[config.mk]
export PLATFORM = sky130hd
export DESIGN_NAME = emulation_memory_map_decoder
export DESIGN_NICKNAME = d
export VERILOG_FILES = /design/src/hw/map_decoder_pkg.sv /design/src/hw/emulation_memory_map_decoder.sv
export VERILOG_INCLUDE_DIRS = /design/src /design/src/hw
export SDC_FILE = /design/constraint.sdc
export NUM_CORES = 1
export LEC_CHECK = 0
export ABC_CLOCK_PERIOD_IN_PS = 9100
export BUFFER_PORTS_ARGS = -buffer_cell sky130_fd_sc_hd__buf_4
export CAP_MARGIN = 0
export CORE_ASPECT_RATIO = 0.7
export CORE_UTILIZATION = 50
export CTS_CLUSTER_DIAMETER = 200
export DETAILED_ROUTE_END_ITERATION = 8
export PLACE_DENSITY = 0.67
export SYNTH_ARGS = -nofsm -noshare
export SYNTH_HDL_FRONTEND = slang
export SYNTH_SLANG_ARGS = --single-unit
[constraint.sdc]
create_clock -name mclk_i -period 9.1 [get_ports mclk_i]
set_clock_uncertainty 0.15 [all_clocks]
set_input_delay 2.275 -clock mclk_i [delete_from_list [all_inputs] [get_ports mclk_i]]
set_output_delay 2.275 -clock mclk_i [all_outputs]
set_load 0.05 [all_outputs]
[src/hw/map_decoder_params.svh]
`ifndef MAP_DECODER_PARAMS_SVH
`define MAP_DECODER_PARAMS_SVH

// register indices on the plain register port
`define REG_TERM_START 4'h0
`define REG_TERM_END 4'h1
`define REG_TERM_ATTR 4'h2
`define REG_TERM_SEL 4'h3
`define REG_CTRL 4'h4
`define REG_STATUS 4'h5
`define REG_MASK 4'h6
`define REG_LAST 4'h7
`define REG_ID 4'h8

// term attribute field positions
`define ATTR_FC_LO 0
`define ATTR_FC_HI 2
`define ATTR_FC_ANY 3
`define ATTR_TYPE_LO 4
`define ATTR_TYPE_HI 6
`define ATTR_INTERLOCK 7
`define ATTR_DUAL_PORT 8
`define ATTR_VALID 9
`define ATTR_W 10

// control register fields
`define CTRL_DEF_LO 0
`define CTRL_DEF_HI 2
`define CTRL_WRROM_BRK 3
`define CTRL_BOARD_BIG 4
`define CTRL_W 5

// status bits
`define ST_GUARD 0
`define ST_WRROM 1
`define ST_SYNC 2
`define ST_W 3

// block granularity: 512 bytes small board, 1024 bytes big board
`define BLK_SMALL_LSB 9
`define BLK_BIG_LSB 10

`define NUM_TERMS 8
`define ADDR_W 24
`define ID_VALUE 32'h00c0_ffee

`define CTRL_RESET 5'h02
`define ATTR_RESET 10'h000

`endif

[src/hw/map_decoder_pkg.sv]
package map_decoder_pkg;
    typedef enum logic [2:0] {
        MEM_EMU_RAM,
        MEM_EMU_ROM,
        MEM_TGT_RAM,
        MEM_TGT_ROM,
        MEM_GUARDED
    } mem_type_t;

    typedef enum logic [1:0] {
        SYNC_IDLE,
        SYNC_WAIT_BREAK,
        SYNC_COPY
    } sync_state_t;
endpackage

[src/hw/emulation_memory_map_decoder.sv]
`timescale 1ns/1ps
`default_nettype none
`include "map_decoder_params.svh"

module emulation_memory_map_decoder (
    input wire logic mclk_i,
    input wire logic nrst_i,
    // register port
    input wire logic [3:0] reg_addr_i,
    input wire logic [31:0] reg_wdata_i,
    input wire logic reg_wr_i,
    input wire logic reg_rd_i,
    output logic [31:0] reg_rdata_o,
    output logic irq_o,
    // emulation processor cycle, same clock
    input wire logic cyc_valid_i,
    input wire logic [`ADDR_W-1:0] cyc_addr_i,
    input wire logic [2:0] cyc_fc_i,
    input wire logic cyc_write_i,
    // pins from the target system
    input wire logic transfer_acknowledge_n_i,
    input wire logic emu_reset_i,
    input wire logic in_monitor_i,
    // classification of the cycle one cycle after it, the acknowledge one cycle later, and the copy strobe
    output logic dec_valid_o,
    output logic [2:0] dec_type_o,
    output logic [2:0] dec_term_o,
    output logic dec_hit_o,
    output logic dec_emu_sel_o,
    output logic dec_emu_wr_o,
    output logic dec_dual_port_o,
    output logic dec_use_target_ack_o,
    output logic break_o,
    output logic transfer_acknowledge_n_o,
    output logic sim_copy_o
);

    // ==========================================================
    // term storage
    logic [`ADDR_W-1:0] start_reg [`NUM_TERMS];
    logic [`ADDR_W-1:0] end_reg [`NUM_TERMS];
    logic [`ATTR_W-1:0] attr_reg [`NUM_TERMS];
    logic [2:0] sel_reg;
    logic [`CTRL_W-1:0] ctrl_reg;
    logic [`ST_W-1:0] status_reg;
    logic [`ST_W-1:0] status_next;
    logic [`ST_W-1:0] mask_reg;
    logic [3:0] last_reg;
    logic [31:0] rdata_reg;

    // ==========================================================
    // pin synchronisers: three stages, change taken when 2 and 3 agree
    logic [2:0] ack_sync_reg;
    logic [2:0] rst_sync_reg;
    logic [2:0] mon_sync_reg;
    logic ack_n_reg;
    logic emu_rst_reg;
    logic monitor_reg;

    always_ff @(posedge mclk_i or negedge nrst_i) begin
        if (!nrst_i) begin
            ack_sync_reg <= 3'h7;
            rst_sync_reg <= 3'h0;
            mon_sync_reg <= 3'h0;
            ack_n_reg <= 1'b1;
            emu_rst_reg <= 1'b0;
            monitor_reg <= 1'b0;
        end else begin
            ack_sync_reg <= {ack_sync_reg[1:0], transfer_acknowledge_n_i};
            rst_sync_reg <= {rst_sync_reg[1:0], emu_reset_i};
            mon_sync_reg <= {mon_sync_reg[1:0], in_monitor_i};
            if (ack_sync_reg[1] == ack_sync_reg[2]) begin
                ack_n_reg <= ack_sync_reg[2];
            end
            if (rst_sync_reg[1] == rst_sync_reg[2]) begin
                emu_rst_reg <= rst_sync_reg[2];
            end
            if (mon_sync_reg[1] == mon_sync_reg[2]) begin
                monitor_reg <= mon_sync_reg[2];
            end
        end
    end

    // ==========================================================
    // term match, one generate loop over the eight terms
    logic [`NUM_TERMS-1:0] hit_vec;
    logic blk_big;
    assign blk_big = ctrl_reg[`CTRL_BOARD_BIG];

    genvar gi;
    generate
        for (gi = 0; gi < `NUM_TERMS; gi++) begin : g_term
            logic [`ADDR_W-1:0] lo_addr;
            logic [`ADDR_W-1:0] hi_addr;
            logic fc_ok;
            logic emu_type;
            assign emu_type = (attr_reg[gi][`ATTR_TYPE_HI:`ATTR_TYPE_LO] == 3'(map_decoder_pkg::MEM_EMU_RAM))
                || (attr_reg[gi][`ATTR_TYPE_HI:`ATTR_TYPE_LO] == 3'(map_decoder_pkg::MEM_EMU_ROM));
            // emulation memory is granted in whole blocks, so the range is widened to block edges
            always_comb begin
                lo_addr = start_reg[gi];
                hi_addr = end_reg[gi];
                if (emu_type) begin
                    if (blk_big) begin
                        lo_addr[`BLK_BIG_LSB-1:0] = '0;
                        hi_addr[`BLK_BIG_LSB-1:0] = '1;
                    end else begin
                        lo_addr[`BLK_SMALL_LSB-1:0] = '0;
                        hi_addr[`BLK_SMALL_LSB-1:0] = '1;
                    end
                end
            end
            assign fc_ok = attr_reg[gi][`ATTR_FC_ANY]
                || (attr_reg[gi][`ATTR_FC_HI:`ATTR_FC_LO] == cyc_fc_i);
            assign hit_vec[gi] = attr_reg[gi][`ATTR_VALID] && fc_ok
                && (cyc_addr_i >= lo_addr) && (cyc_addr_i <= hi_addr);
        end
    endgenerate

    // ==========================================================
    // pick the lowest hitting term; with legal overlaps only one can hit
    logic any_hit;
    logic [2:0] hit_idx;
    logic [2:0] cur_type;
    logic [`ATTR_W-1:0] hit_attr;

    always_comb begin
        any_hit = 1'b0;
        hit_idx = 3'h0;
        for (int i = `NUM_TERMS - 1; i >= 0; i--) begin
            if (hit_vec[i]) begin
                any_hit = 1'b1;
                hit_idx = 3'(i);
            end
        end
        hit_attr = attr_reg[hit_idx];
        if (any_hit) begin
            cur_type = hit_attr[`ATTR_TYPE_HI:`ATTR_TYPE_LO];
        end else begin
            cur_type = ctrl_reg[`CTRL_DEF_HI:`CTRL_DEF_LO];
        end
    end

    // ==========================================================
    // memory type classes of the current cycle
    logic is_guard;
    logic is_rom;
    logic is_emu;
    logic guard_brk;
    logic rom_brk;
    assign is_guard = cur_type == 3'(map_decoder_pkg::MEM_GUARDED);
    assign is_rom = (cur_type == 3'(map_decoder_pkg::MEM_EMU_ROM))
        || (cur_type == 3'(map_decoder_pkg::MEM_TGT_ROM));
    assign is_emu = any_hit && ((cur_type == 3'(map_decoder_pkg::MEM_EMU_RAM))
        || (cur_type == 3'(map_decoder_pkg::MEM_EMU_ROM)));
    assign guard_brk = cyc_valid_i && is_guard;
    assign rom_brk = cyc_valid_i && cyc_write_i && is_rom && ctrl_reg[`CTRL_WRROM_BRK];

    // ==========================================================
    // decode outputs, registered
    always_ff @(posedge mclk_i or negedge nrst_i) begin
        if (!nrst_i) begin
            dec_valid_o <= 1'b0;
            dec_type_o <= 3'h0;
            dec_term_o <= 3'h0;
            dec_hit_o <= 1'b0;
            dec_emu_sel_o <= 1'b0;
            dec_emu_wr_o <= 1'b0;
            dec_dual_port_o <= 1'b0;
            dec_use_target_ack_o <= 1'b0;
            break_o <= 1'b0;
        end else begin
            dec_valid_o <= cyc_valid_i;
            dec_type_o <= cur_type;
            dec_term_o <= hit_idx;
            dec_hit_o <= cyc_valid_i && any_hit;
            dec_emu_sel_o <= cyc_valid_i && is_emu;
            // rom-typed emulation memory still takes the write, break or not
            dec_emu_wr_o <= cyc_valid_i && is_emu && cyc_write_i;
            dec_dual_port_o <= cyc_valid_i && is_emu && hit_attr[`ATTR_DUAL_PORT];
            dec_use_target_ack_o <= cyc_valid_i && (!is_emu || hit_attr[`ATTR_INTERLOCK]);
            break_o <= guard_brk || rom_brk;
        end
    end

    // ==========================================================
    // acknowledge: emulator supplies it for plain emulation cycles, else target passes through
    always_ff @(posedge mclk_i or negedge nrst_i) begin
        if (!nrst_i) begin
            transfer_acknowledge_n_o <= 1'b1;
        end else if (dec_valid_o && dec_emu_sel_o && !dec_use_target_ack_o) begin
            transfer_acknowledge_n_o <= 1'b0;
        end else if (dec_valid_o && dec_use_target_ack_o) begin
            transfer_acknowledge_n_o <= ack_n_reg;
        end else begin
            transfer_acknowledge_n_o <= 1'b1;
        end
    end

    // ==========================================================
    // shadow-to-integration copy on the first monitor entry after reset
    map_decoder_pkg::sync_state_t sync_reg;
    logic sync_pulse;
    assign sync_pulse = (sync_reg == map_decoder_pkg::SYNC_COPY);

    always_ff @(posedge mclk_i or negedge nrst_i) begin
        if (!nrst_i) begin
            sync_reg <= map_decoder_pkg::SYNC_IDLE;
        end else begin
            unique case (sync_reg)
                map_decoder_pkg::SYNC_IDLE: begin
                    if (emu_rst_reg) begin
                        sync_reg <= map_decoder_pkg::SYNC_WAIT_BREAK;
                    end
                end
                map_decoder_pkg::SYNC_WAIT_BREAK: begin
                    if (!emu_rst_reg && monitor_reg) begin
                        sync_reg <= map_decoder_pkg::SYNC_COPY;
                    end
                end
                map_decoder_pkg::SYNC_COPY: begin
                    sync_reg <= map_decoder_pkg::SYNC_IDLE;
                end
                // the fourth code of the two-bit state is unused; fall back to idle
                default: begin
                    sync_reg <= map_decoder_pkg::SYNC_IDLE;
                end
            endcase
        end
    end

    // ==========================================================
    // copy strobe to the integration registers, one cycle long
    always_ff @(posedge mclk_i or negedge nrst_i) begin
        if (!nrst_i) begin
            sim_copy_o <= 1'b0;
        end else begin
            sim_copy_o <= sync_pulse;
        end
    end

    // ==========================================================
    // register writes
    always_ff @(posedge mclk_i or negedge nrst_i) begin
        if (!nrst_i) begin
            for (int i = 0; i < `NUM_TERMS; i++) begin
                start_reg[i] <= '0;
                end_reg[i] <= '0;
                attr_reg[i] <= `ATTR_RESET;
            end
            sel_reg <= 3'h0;
            ctrl_reg <= `CTRL_RESET;
            mask_reg <= '0;
        end else if (reg_wr_i) begin
            unique case (reg_addr_i)
                `REG_TERM_START: start_reg[sel_reg] <= reg_wdata_i[`ADDR_W-1:0];
                `REG_TERM_END: end_reg[sel_reg] <= reg_wdata_i[`ADDR_W-1:0];
                `REG_TERM_ATTR: attr_reg[sel_reg] <= reg_wdata_i[`ATTR_W-1:0];
                `REG_TERM_SEL: sel_reg <= reg_wdata_i[2:0];
                `REG_CTRL: ctrl_reg <= reg_wdata_i[`CTRL_W-1:0];
                `REG_MASK: mask_reg <= reg_wdata_i[`ST_W-1:0];
                default: ;
            endcase
        end
    end

    // ==========================================================
    // sticky status; a set in the cycle of the clearing read wins
    always_comb begin
        status_next = status_reg;
        if (reg_rd_i && reg_addr_i == `REG_STATUS) begin
            status_next = '0;
        end
        if (guard_brk) begin
            status_next[`ST_GUARD] = 1'b1;
        end
        if (rom_brk) begin
            status_next[`ST_WRROM] = 1'b1;
        end
        if (sync_pulse) begin
            status_next[`ST_SYNC] = 1'b1;
        end
    end

    // ==========================================================
    // status, interrupt level and last hit capture
    always_ff @(posedge mclk_i or negedge nrst_i) begin
        if (!nrst_i) begin
            status_reg <= '0;
            last_reg <= 4'h0;
            irq_o <= 1'b0;
        end else begin
            status_reg <= status_next;
            irq_o <= |(status_next & mask_reg);
            if (cyc_valid_i) begin
                last_reg <= {any_hit, hit_idx};
            end
        end
    end

    // ==========================================================
    // read data, valid the cycle after the strobe only
    always_ff @(posedge mclk_i or negedge nrst_i) begin
        if (!nrst_i) begin
            rdata_reg <= '0;
        end else if (reg_rd_i) begin
            unique case (reg_addr_i)
                `REG_TERM_START: rdata_reg <= 32'(start_reg[sel_reg]);
                `REG_TERM_END: rdata_reg <= 32'(end_reg[sel_reg]);
                `REG_TERM_ATTR: rdata_reg <= 32'(attr_reg[sel_reg]);
                `REG_TERM_SEL: rdata_reg <= 32'(sel_reg);
                `REG_CTRL: rdata_reg <= 32'(ctrl_reg);
                `REG_STATUS: rdata_reg <= 32'(status_reg);
                `REG_MASK: rdata_reg <= 32'(mask_reg);
                `REG_LAST: rdata_reg <= 32'(last_reg);
                `REG_ID: rdata_reg <= `ID_VALUE; // value is arbitrary
                default: rdata_reg <= '0;
            endcase
        end else begin
            rdata_reg <= '0;
        end
    end

    assign reg_rdata_o = rdata_reg;

endmodule

`default_nettype wire

==> flow_metrics.env, run 1 <==
export IMPL_clock_latency_ns=0.64
export IMPL_synth_edff_count=0
export IMPL_cts_hold_buffers_added=0
export IMPL_die_w_um=311
export IMPL_syn_area_per_cell_um2=10.5
export IMPL_grt_pass1_wl_mm=177
export IMPL_post_cts_buffers=0
export IMPL_hpwl_mm=86.4
export IMPL_ys_warn_count=0
export IMPL_htreeDepth=2
export IMPL_initial_core_util=0.510
export IMPL_path_cells="buf_4 -> ha_1 -> nand4_1 -> nor4_1 -> a2111oi_0 -> o211ai_1 -> o211a_1 -> a21o_1 -> a211oi_2 -> nor3_4 -> mux2_2 -> a211oi_1 -> nand3_1 -> o21ai_0"
export IMPL_grt_pass1_vias=26900
export IMPL_synthCells=3173
export IMPL_finalHoldViolCount=0
export IMPL_slowest_stage="a2111oi_0"
export IMPL_core_area_um2=65400
export IMPL_powerDensity_nw_per_um2=197
export IMPL_r2r_cells=15
export IMPL_async_flop_share=1.00
export IMPL_cts_buffer_depth=3
export IMPL_layout_commonest_cell="dfrtp_1"
export IMPL_synthSimpleGateAreaFrac=0.0867
export IMPL_grt_max_degree=118
export IMPL_status="finished with violations"
export IMPL_vias=27500
export IMPL_timing_fmax_mhz=137
export IMPL_fin_crit_ns=7.29
export IMPL_p_sw_mw=2.55
export IMPL_synth_top_area_cell="dfrtp_1"
export IMPL_ios=120
export IMPL_grt_total_usage=0.353
export IMPL_violations="capacitance limit"
export IMPL_dieArea_um2=67800
export IMPL_ant_nets=0
export IMPL_viasPerCell=6.62
export IMPL_r2r_start="attr_reg[75]$_DFFE_PN0P_"
export IMPL_max_stage_delay_ns=1.23
export IMPL_dr_pass1_iters=6
export IMPL_end_kind="flip-flop"
export IMPL_cts_root_buf="clkbuf_16"
export IMPL_setup_violations=0
export IMPL_largest_reg_flops=192
export IMPL_cts_resized=0
export IMPL_layout_nets=3674
export IMPL_rsz0062_at_grt="false"
export IMPL_startpoint_type="primary input"
export IMPL_synth_top_family_by_area="multiplexers"
export IMPL_relSlewSlack=0.0302
export IMPL_vdd_drop_max_mv=0.130
export IMPL_final_cell_mix="dfrtp_1 (530), mux2_2 (483), ha_1 (384), inv_1 (245), nand2_1 (207)"
export IMPL_cts_made_buffers=55
export IMPL_synth_xor_area_frac=0.00630
export IMPL_synthTopCellsByArea="dfrtp_1 (40%), mux2_2 (16%), ha_1 (14%)"
export IMPL_cts_tree="done"
export IMPL_drcViolationCount=0
export IMPL_r2r_slack_ns=3.12
export IMPL_synth_top_area_frac=0.398
export IMPL_p_comb_frac=0.273
export IMPL_critical_path_class="in2reg"
export IMPL_switching_share=0.352
export IMPL_drt_iter0_drc=3374
export IMPL_synth_fa_ha_area_frac=0.145
export IMPL_critPathMaxFanout=16
export IMPL_r2r_end="break_o$_DFF_PN0_"
export IMPL_detail_route_wl_per_cell_um=29.0
export IMPL_min_period_over_period=0.801
export IMPL_worst_pin_slew_ns=1.42
export IMPL_syn_area_um2=33400
export IMPL_clk_transition_reported_paths_ns=0.06
export IMPL_p_leak_nw=17.2
export IMPL_cp_data_arrival_time_ns=7.69
export IMPL_crit_start="cyc_addr_i[18]"
export IMPL_wl_mm=120
export IMPL_antenna_found_initial=4
export IMPL_globalplace_congestion=1.00
export IMPL_internal_power_mw=4.70
export IMPL_timing_final_max_slew_violations=0
export IMPL_worstPathRequired_ns=9.50
export IMPL_placementRows=78
export IMPL_yosysUniqueCellTypes=77
export IMPL_min_path_type="reg2reg"
export IMPL_area_delta_synth_final_pct=10.5
export IMPL_synth_ff_latch_count=536
export IMPL_clockPowerShare=0.322
export IMPL_fin_tns_setup_ns=0
export IMPL_muxShareOfSynthArea=0.172
export IMPL_fin_util=0.563
export IMPL_synth_compound_area_frac=0.139
export IMPL_synth_seq_area_share=0.402
export IMPL_grt_overflow_total=0
export IMPL_endpoint="break_o$_DFF_PN0_"
export IMPL_ys_flop_type="dfrtp_1"
export IMPL_portBuffers=103
export IMPL_die_h_um=218
export IMPL_drive_gt1_frac=0.233
export IMPL_cts_sinks=536
export IMPL_max_cap_violations=1
export IMPL_power_frac_seq=0.406
kinds of logic (layout without fill, tap and decap cells):
kind of cell | after synthesis | in the layout
simple gates | 608 | 608
flops | 536 | 536
mux | 510 | 510
fa+ha+maj | 387 | 387
buf+inv | 415 | 496
xor+xnor | 24 | 24
compound gates | 692 | 692
other cells | 1 | 14
worst max-delay path, delay by kind of cell:
kind	cells	cell delay [ns]
muxes	1	0.30
buffers and inverters	1	0.30
adders and majority gates	1	0.31
AOI/OAI and AO/OA	7	3.54
and+or+nand+nor	4	0.94
cells in the mapped netlist, drive strengths merged (4+ instances only):
cell type	instances
dfrtp	530
mux2	483
ha	384
inv	246
nand2	211
a21oi	197
a22oi	165
nor2	137
clkbuf	134
nand4	91
o21ai	89
nand3	43
a221oi	36
buf	35
a22o	28
a21o	27
nor3	26
mux2i	24
o21a	24
nor2b	22
xor2	21
a211oi	19
a31oi	19
nand2b	18
and2	17
o211ai	14
nor4	13
a41oi	12
or2	9
and3	7
o221ai	7
a21boi	6
dfstp	6
a2111oi	4
o21bai	4
o31a	4
or3	4
final cells by class:
type / instances / area, um^2
Timing Repair Buffer: 150 / 1170
Antenna cell: 6 / 15.0
Inverter: 246 / 926
Tap cell: 880 / 1100
Clock buffer: 81 / 1600
Sequential cell: 536 / 13400
Clock inverter: 19 / 208
Fill cell: 5506 / 28500
Multi-Input combinational cell: 2229 / 18400
power groups by stage:
stage	Combinational (mW)	Clock, mW	Sequential (mW)
after global placement	1.84	0	2.95
final	1.98	2.33	2.94
after floorplan	1.18	0	2.91
after CTS	1.92	2.36	2.93
after global routing	2.13	2.46	2.97
after detailed placement	1.91	0	2.97
routing by layer:
layer | vias up | share of wire | GRT usage
met4 | 2 | 0.031 | 0.110
met3 | 257 | 0.13 | 0.103
met2 | 1673 | 0.40 | 0.489
met5 | - | 0.000091 | 0
met1 | 13800 | 0.43 | 0.523
li1 | 11700 | - | -
through the flow:
step	instance area [um^2]	total power [mW]	setup slack, ns	cells	hold WS [ns]
detailed placement	35000	4.88	1.47	4041	0.188
global placement	35000	4.80	1.54	4041	0.184
floorplan	33400	4.09	3.44	3180	0.181
finish	36800	7.25	1.81	4147	0.204
CTS	36800	7.21	2.12	4141	0.209
global route	36800	7.56	1.88	4141	0.215
how the worst min path moves through the flow:
stage	start	slack (ns)	cells after the start	end
after floorplan	mon_sync_reg[0]$_DFF_PN0_	0.18	0	mon_sync_reg[1]$_DFF_PN0_
after global placement	mon_sync_reg[0]$_DFF_PN0_	0.18	0	mon_sync_reg[1]$_DFF_PN0_
after detailed placement	rst_sync_reg[0]$_DFF_PN0_	0.19	0	rst_sync_reg[1]$_DFF_PN0_
after CTS	rst_sync_reg[0]$_DFF_PN0_	0.21	0	rst_sync_reg[1]$_DFF_PN0_
after global routing	ack_sync_reg[0]$_DFF_PN1_	0.22	0	ack_sync_reg[1]$_DFF_PN1_
final	rst_sync_reg[0]$_DFF_PN0_	0.20	0	rst_sync_reg[1]$_DFF_PN0_
Power figures use the tool's default switching activity.
==> run 2, diff against run 1 <==
--- a/config.mk
+++ b/config.mk
@@ -6,7 +6,7 @@
 export SDC_FILE = /design/constraint.sdc
 export NUM_CORES = 1
 export LEC_CHECK = 0
-export ABC_CLOCK_PERIOD_IN_PS = 9100
+export ABC_CLOCK_PERIOD_IN_PS = 6800
 export BUFFER_PORTS_ARGS = -buffer_cell sky130_fd_sc_hd__buf_4
 export CAP_MARGIN = 0
 export CORE_ASPECT_RATIO = 0.7
==> constraint.sdc (replaced) <==
create_clock -name mclk_i -period 6.8 [get_ports mclk_i]
set_clock_uncertainty 0.15 [all_clocks]
set_input_delay 1.7 -clock mclk_i [delete_from_list [all_inputs] [get_ports mclk_i]]
set_output_delay 1.7 -clock mclk_i [all_outputs]
set_load 0.05 [all_outputs]
==> run 2 against run 1 <==
The flow now finishes without violations. Final cell count rose by 0.51%. First-iteration DRC count grew 10%. Largest power group unchanged. Power increased by 35%. Register-to-register slack worse by 2.3 ns. Critical path depth rose by 1. Critical endpoint is now dec_dual_port_o$_DFF_PN0_. Highest routed layer unchanged. Combinational power is 35% higher. Critical path type unchanged.
==> flow_metrics.env, run 2 (synthesis gave the netlist of run 1 again) <==
export IMPL_startpoint_type="primary input"
export IMPL_layout_nets=3696
export IMPL_fin_crit_ns=6.46
export IMPL_finalHoldViolCount=0
export IMPL_internal_power_mw=6.35
export IMPL_fin_tns_setup_ns=0
export IMPL_detail_route_wl_per_cell_um=28.9
export IMPL_cts_hold_buffers_added=0
export IMPL_min_period_over_period=0.950
export IMPL_placementRows=78
export IMPL_powerDensity_nw_per_um2=265
export IMPL_p_sw_mw=3.45
export IMPL_status="finished clean"
export IMPL_path_buf_inv=2
export IMPL_wl_mm=121
export IMPL_timing_fmax_mhz=155
export IMPL_path_cells="buf_4 -> ha_1 -> nand4_1 -> nor4_1 -> a2111oi_0 -> o211ai_1 -> o211a_1 -> a21oi_1 -> nand2_1 -> nor2_1 -> buf_4 -> mux2i_1 -> mux2i_1 -> mux2i_1 -> nor4_1"
export IMPL_critical_path_class="in2reg"
export IMPL_final_cell_mix="dfrtp_1 (530), mux2_2 (483), ha_1 (384), inv_1 (245), nand2_1 (207)"
export IMPL_cts_buffer_depth=3
export IMPL_die_h_um=218
export IMPL_max_stage_delay_ns=0.96
export IMPL_grt_total_usage=0.352
export IMPL_cts_tree="done"
export IMPL_slowest_stage="a2111oi_0"
export IMPL_max_cap_violations=0
export IMPL_critPathMaxFanout=11
export IMPL_antenna_found_initial=4
export IMPL_htreeDepth=2
export IMPL_worstPathRequired_ns=7.17
export IMPL_portBuffers=103
export IMPL_largest_reg_flops=192
export IMPL_cts_resized=0
export IMPL_worst_pin_slew_ns=1.38
export IMPL_clockPowerShare=0.325
export IMPL_hpwl_mm=86.4
export IMPL_clk_transition_reported_paths_ns=0.06
export IMPL_cp_data_arrival_time_ns=6.83
export IMPL_hold_ws_ns=0.199
export IMPL_drt_iter0_drc=3720
export IMPL_grt_pass1_vias=27300
export IMPL_cts_root_buf="clkbuf_16"
export IMPL_multi_input_area_um2=18400
export IMPL_ant_nets=0
export IMPL_timing_final_max_slew_violations=0
export IMPL_grt_max_degree=155
export IMPL_layout_commonest_cell="dfrtp_1"
export IMPL_dp_slack_ns=0.0120
export IMPL_core_area_um2=65400
export IMPL_cp_top_family="compound AO/OA/AOI/OAI gates"
export IMPL_ios=120
export IMPL_initial_core_util=0.510
export IMPL_end_kind="flip-flop"
export IMPL_dieArea_um2=67800
export IMPL_path_common_cell="mux2i_1"
export IMPL_drive_gt1_frac=0.242
export IMPL_power_frac_seq=0.401
export IMPL_dr_pass1_iters=6
export IMPL_switching_share=0.352
export IMPL_area_delta_synth_final_pct=11.1
export IMPL_cts_sinks=536
export IMPL_clock_latency_ns=0.65
export IMPL_grt_pass1_wl_mm=177
export IMPL_p_leak_nw=17.3
export IMPL_post_cts_buffers=0
export IMPL_min_path_type="reg2reg"
export IMPL_cts_made_buffers=55
export IMPL_p_comb_frac=0.273
export IMPL_grt_overflow_total=0
export IMPL_die_w_um=311
export IMPL_vias=27700
export IMPL_setup_slack_ns=0.343
export IMPL_setup_violations=0
export IMPL_nFillCells=5603
export IMPL_relSlewSlack=0.0812
export IMPL_viasPerCell=6.66
export IMPL_drcViolationCount=0
export IMPL_globalplace_congestion=1.03
export IMPL_rsz0062_at_grt="false"
export IMPL_vdd_drop_max_mv=0.193
export IMPL_seq_area_um2=13400
[run 2: cell types whose count changed in the layout (fill, tap and decap cells not counted), sizes merged]
cell	previous run	this run
clkinvlp	3	4
clkbuf	81	73
bufinv	3	4
clkinv	12	21
diode	6	2
buf	150	172
[run 2: metal layers]
layer  global-route usage  wire [um]  vias to the layer above
met4                0.108       3820                        2
met5                    0         11                        -
met1                0.513      51400                    13900
met2                0.489      48300                     1744
li1                     -          -                    11800
met3                0.115      17100                      272
[run 2: layout make-up]
type | instances | area share
multi-input cells | 2229 | 0.497
flip-flops and latches | 536 | 0.362
clock buffers | 73 | 0.0425
repair buffers | 172 | 0.0364
well taps | 880 | 0.0297
inverters | 246 | 0.0250
clock inverters | 30 | 0.00763
diodes | 2 | 0.000135
[run 2: path summary, 6_finish.rpt]
check,from,to,slack [ns],cells after the start
hold reg to reg,mon_sync_reg[0]$_DFF_PN0_,mon_sync_reg[1]$_DFF_PN0_,0.20,0
setup / recovery,cyc_addr_i[19],dec_dual_port_o$_DFF_PN0_,0.34,15
setup reg to reg,ctrl_reg[4]$_DFFE_PN0P_,dec_dual_port_o$_DFF_PN0_,0.81,16
min in group asynchronous,nrst_i,g_term[1].lo_addr[13]$_DFFE_PN0P_,0.89,1
hold / removal,mon_sync_reg[0]$_DFF_PN0_,mon_sync_reg[1]$_DFF_PN0_,0.20,0
max in group asynchronous,nrst_i,g_term[2].lo_addr[15]$_DFFE_PN0P_,4.14,2
[run 2: worst reg2reg max path, stage by stage (launching register included)]
cell,delay (ns)
dfrtp_1,0.87
nand2_1,0.15
nand2_1,0.13
ha_1,0.25
nand4_1,0.11
nor4_1,0.09
a2111oi_0,0.96
o211ai_1,0.40
o211a_1,0.31
a21oi_1,0.50
nand2_1,0.20
nor2_1,0.80
buf_4,0.29
mux2i_1,0.21
mux2i_1,0.11
mux2i_1,0.23
nor4_1,0.09
[run 2: stage by stage]
step	utilization	power (mW)	area, um^2	instances
after floorplan	-	5.48	33400	3180
after global placement	0.538	6.44	35200	4063
after detailed placement	0.538	6.56	35200	4063
after CTS	0.567	9.72	37100	4166
after global routing	0.567	10.2	37100	4166
final	0.567	9.81	37100	4168
[run 2: power by group through the flow]
stage	Sequential [mW]	Combinational [mW]	Clock, mW
2_1_floorplan	3.90	1.58	0
3_3_place_gp	3.95	2.48	0
3_5_place_dp	3.97	2.58	0
4_1_cts	3.92	2.60	3.21
5_1_grt	3.97	2.88	3.34
6_report	3.94	2.68	3.19
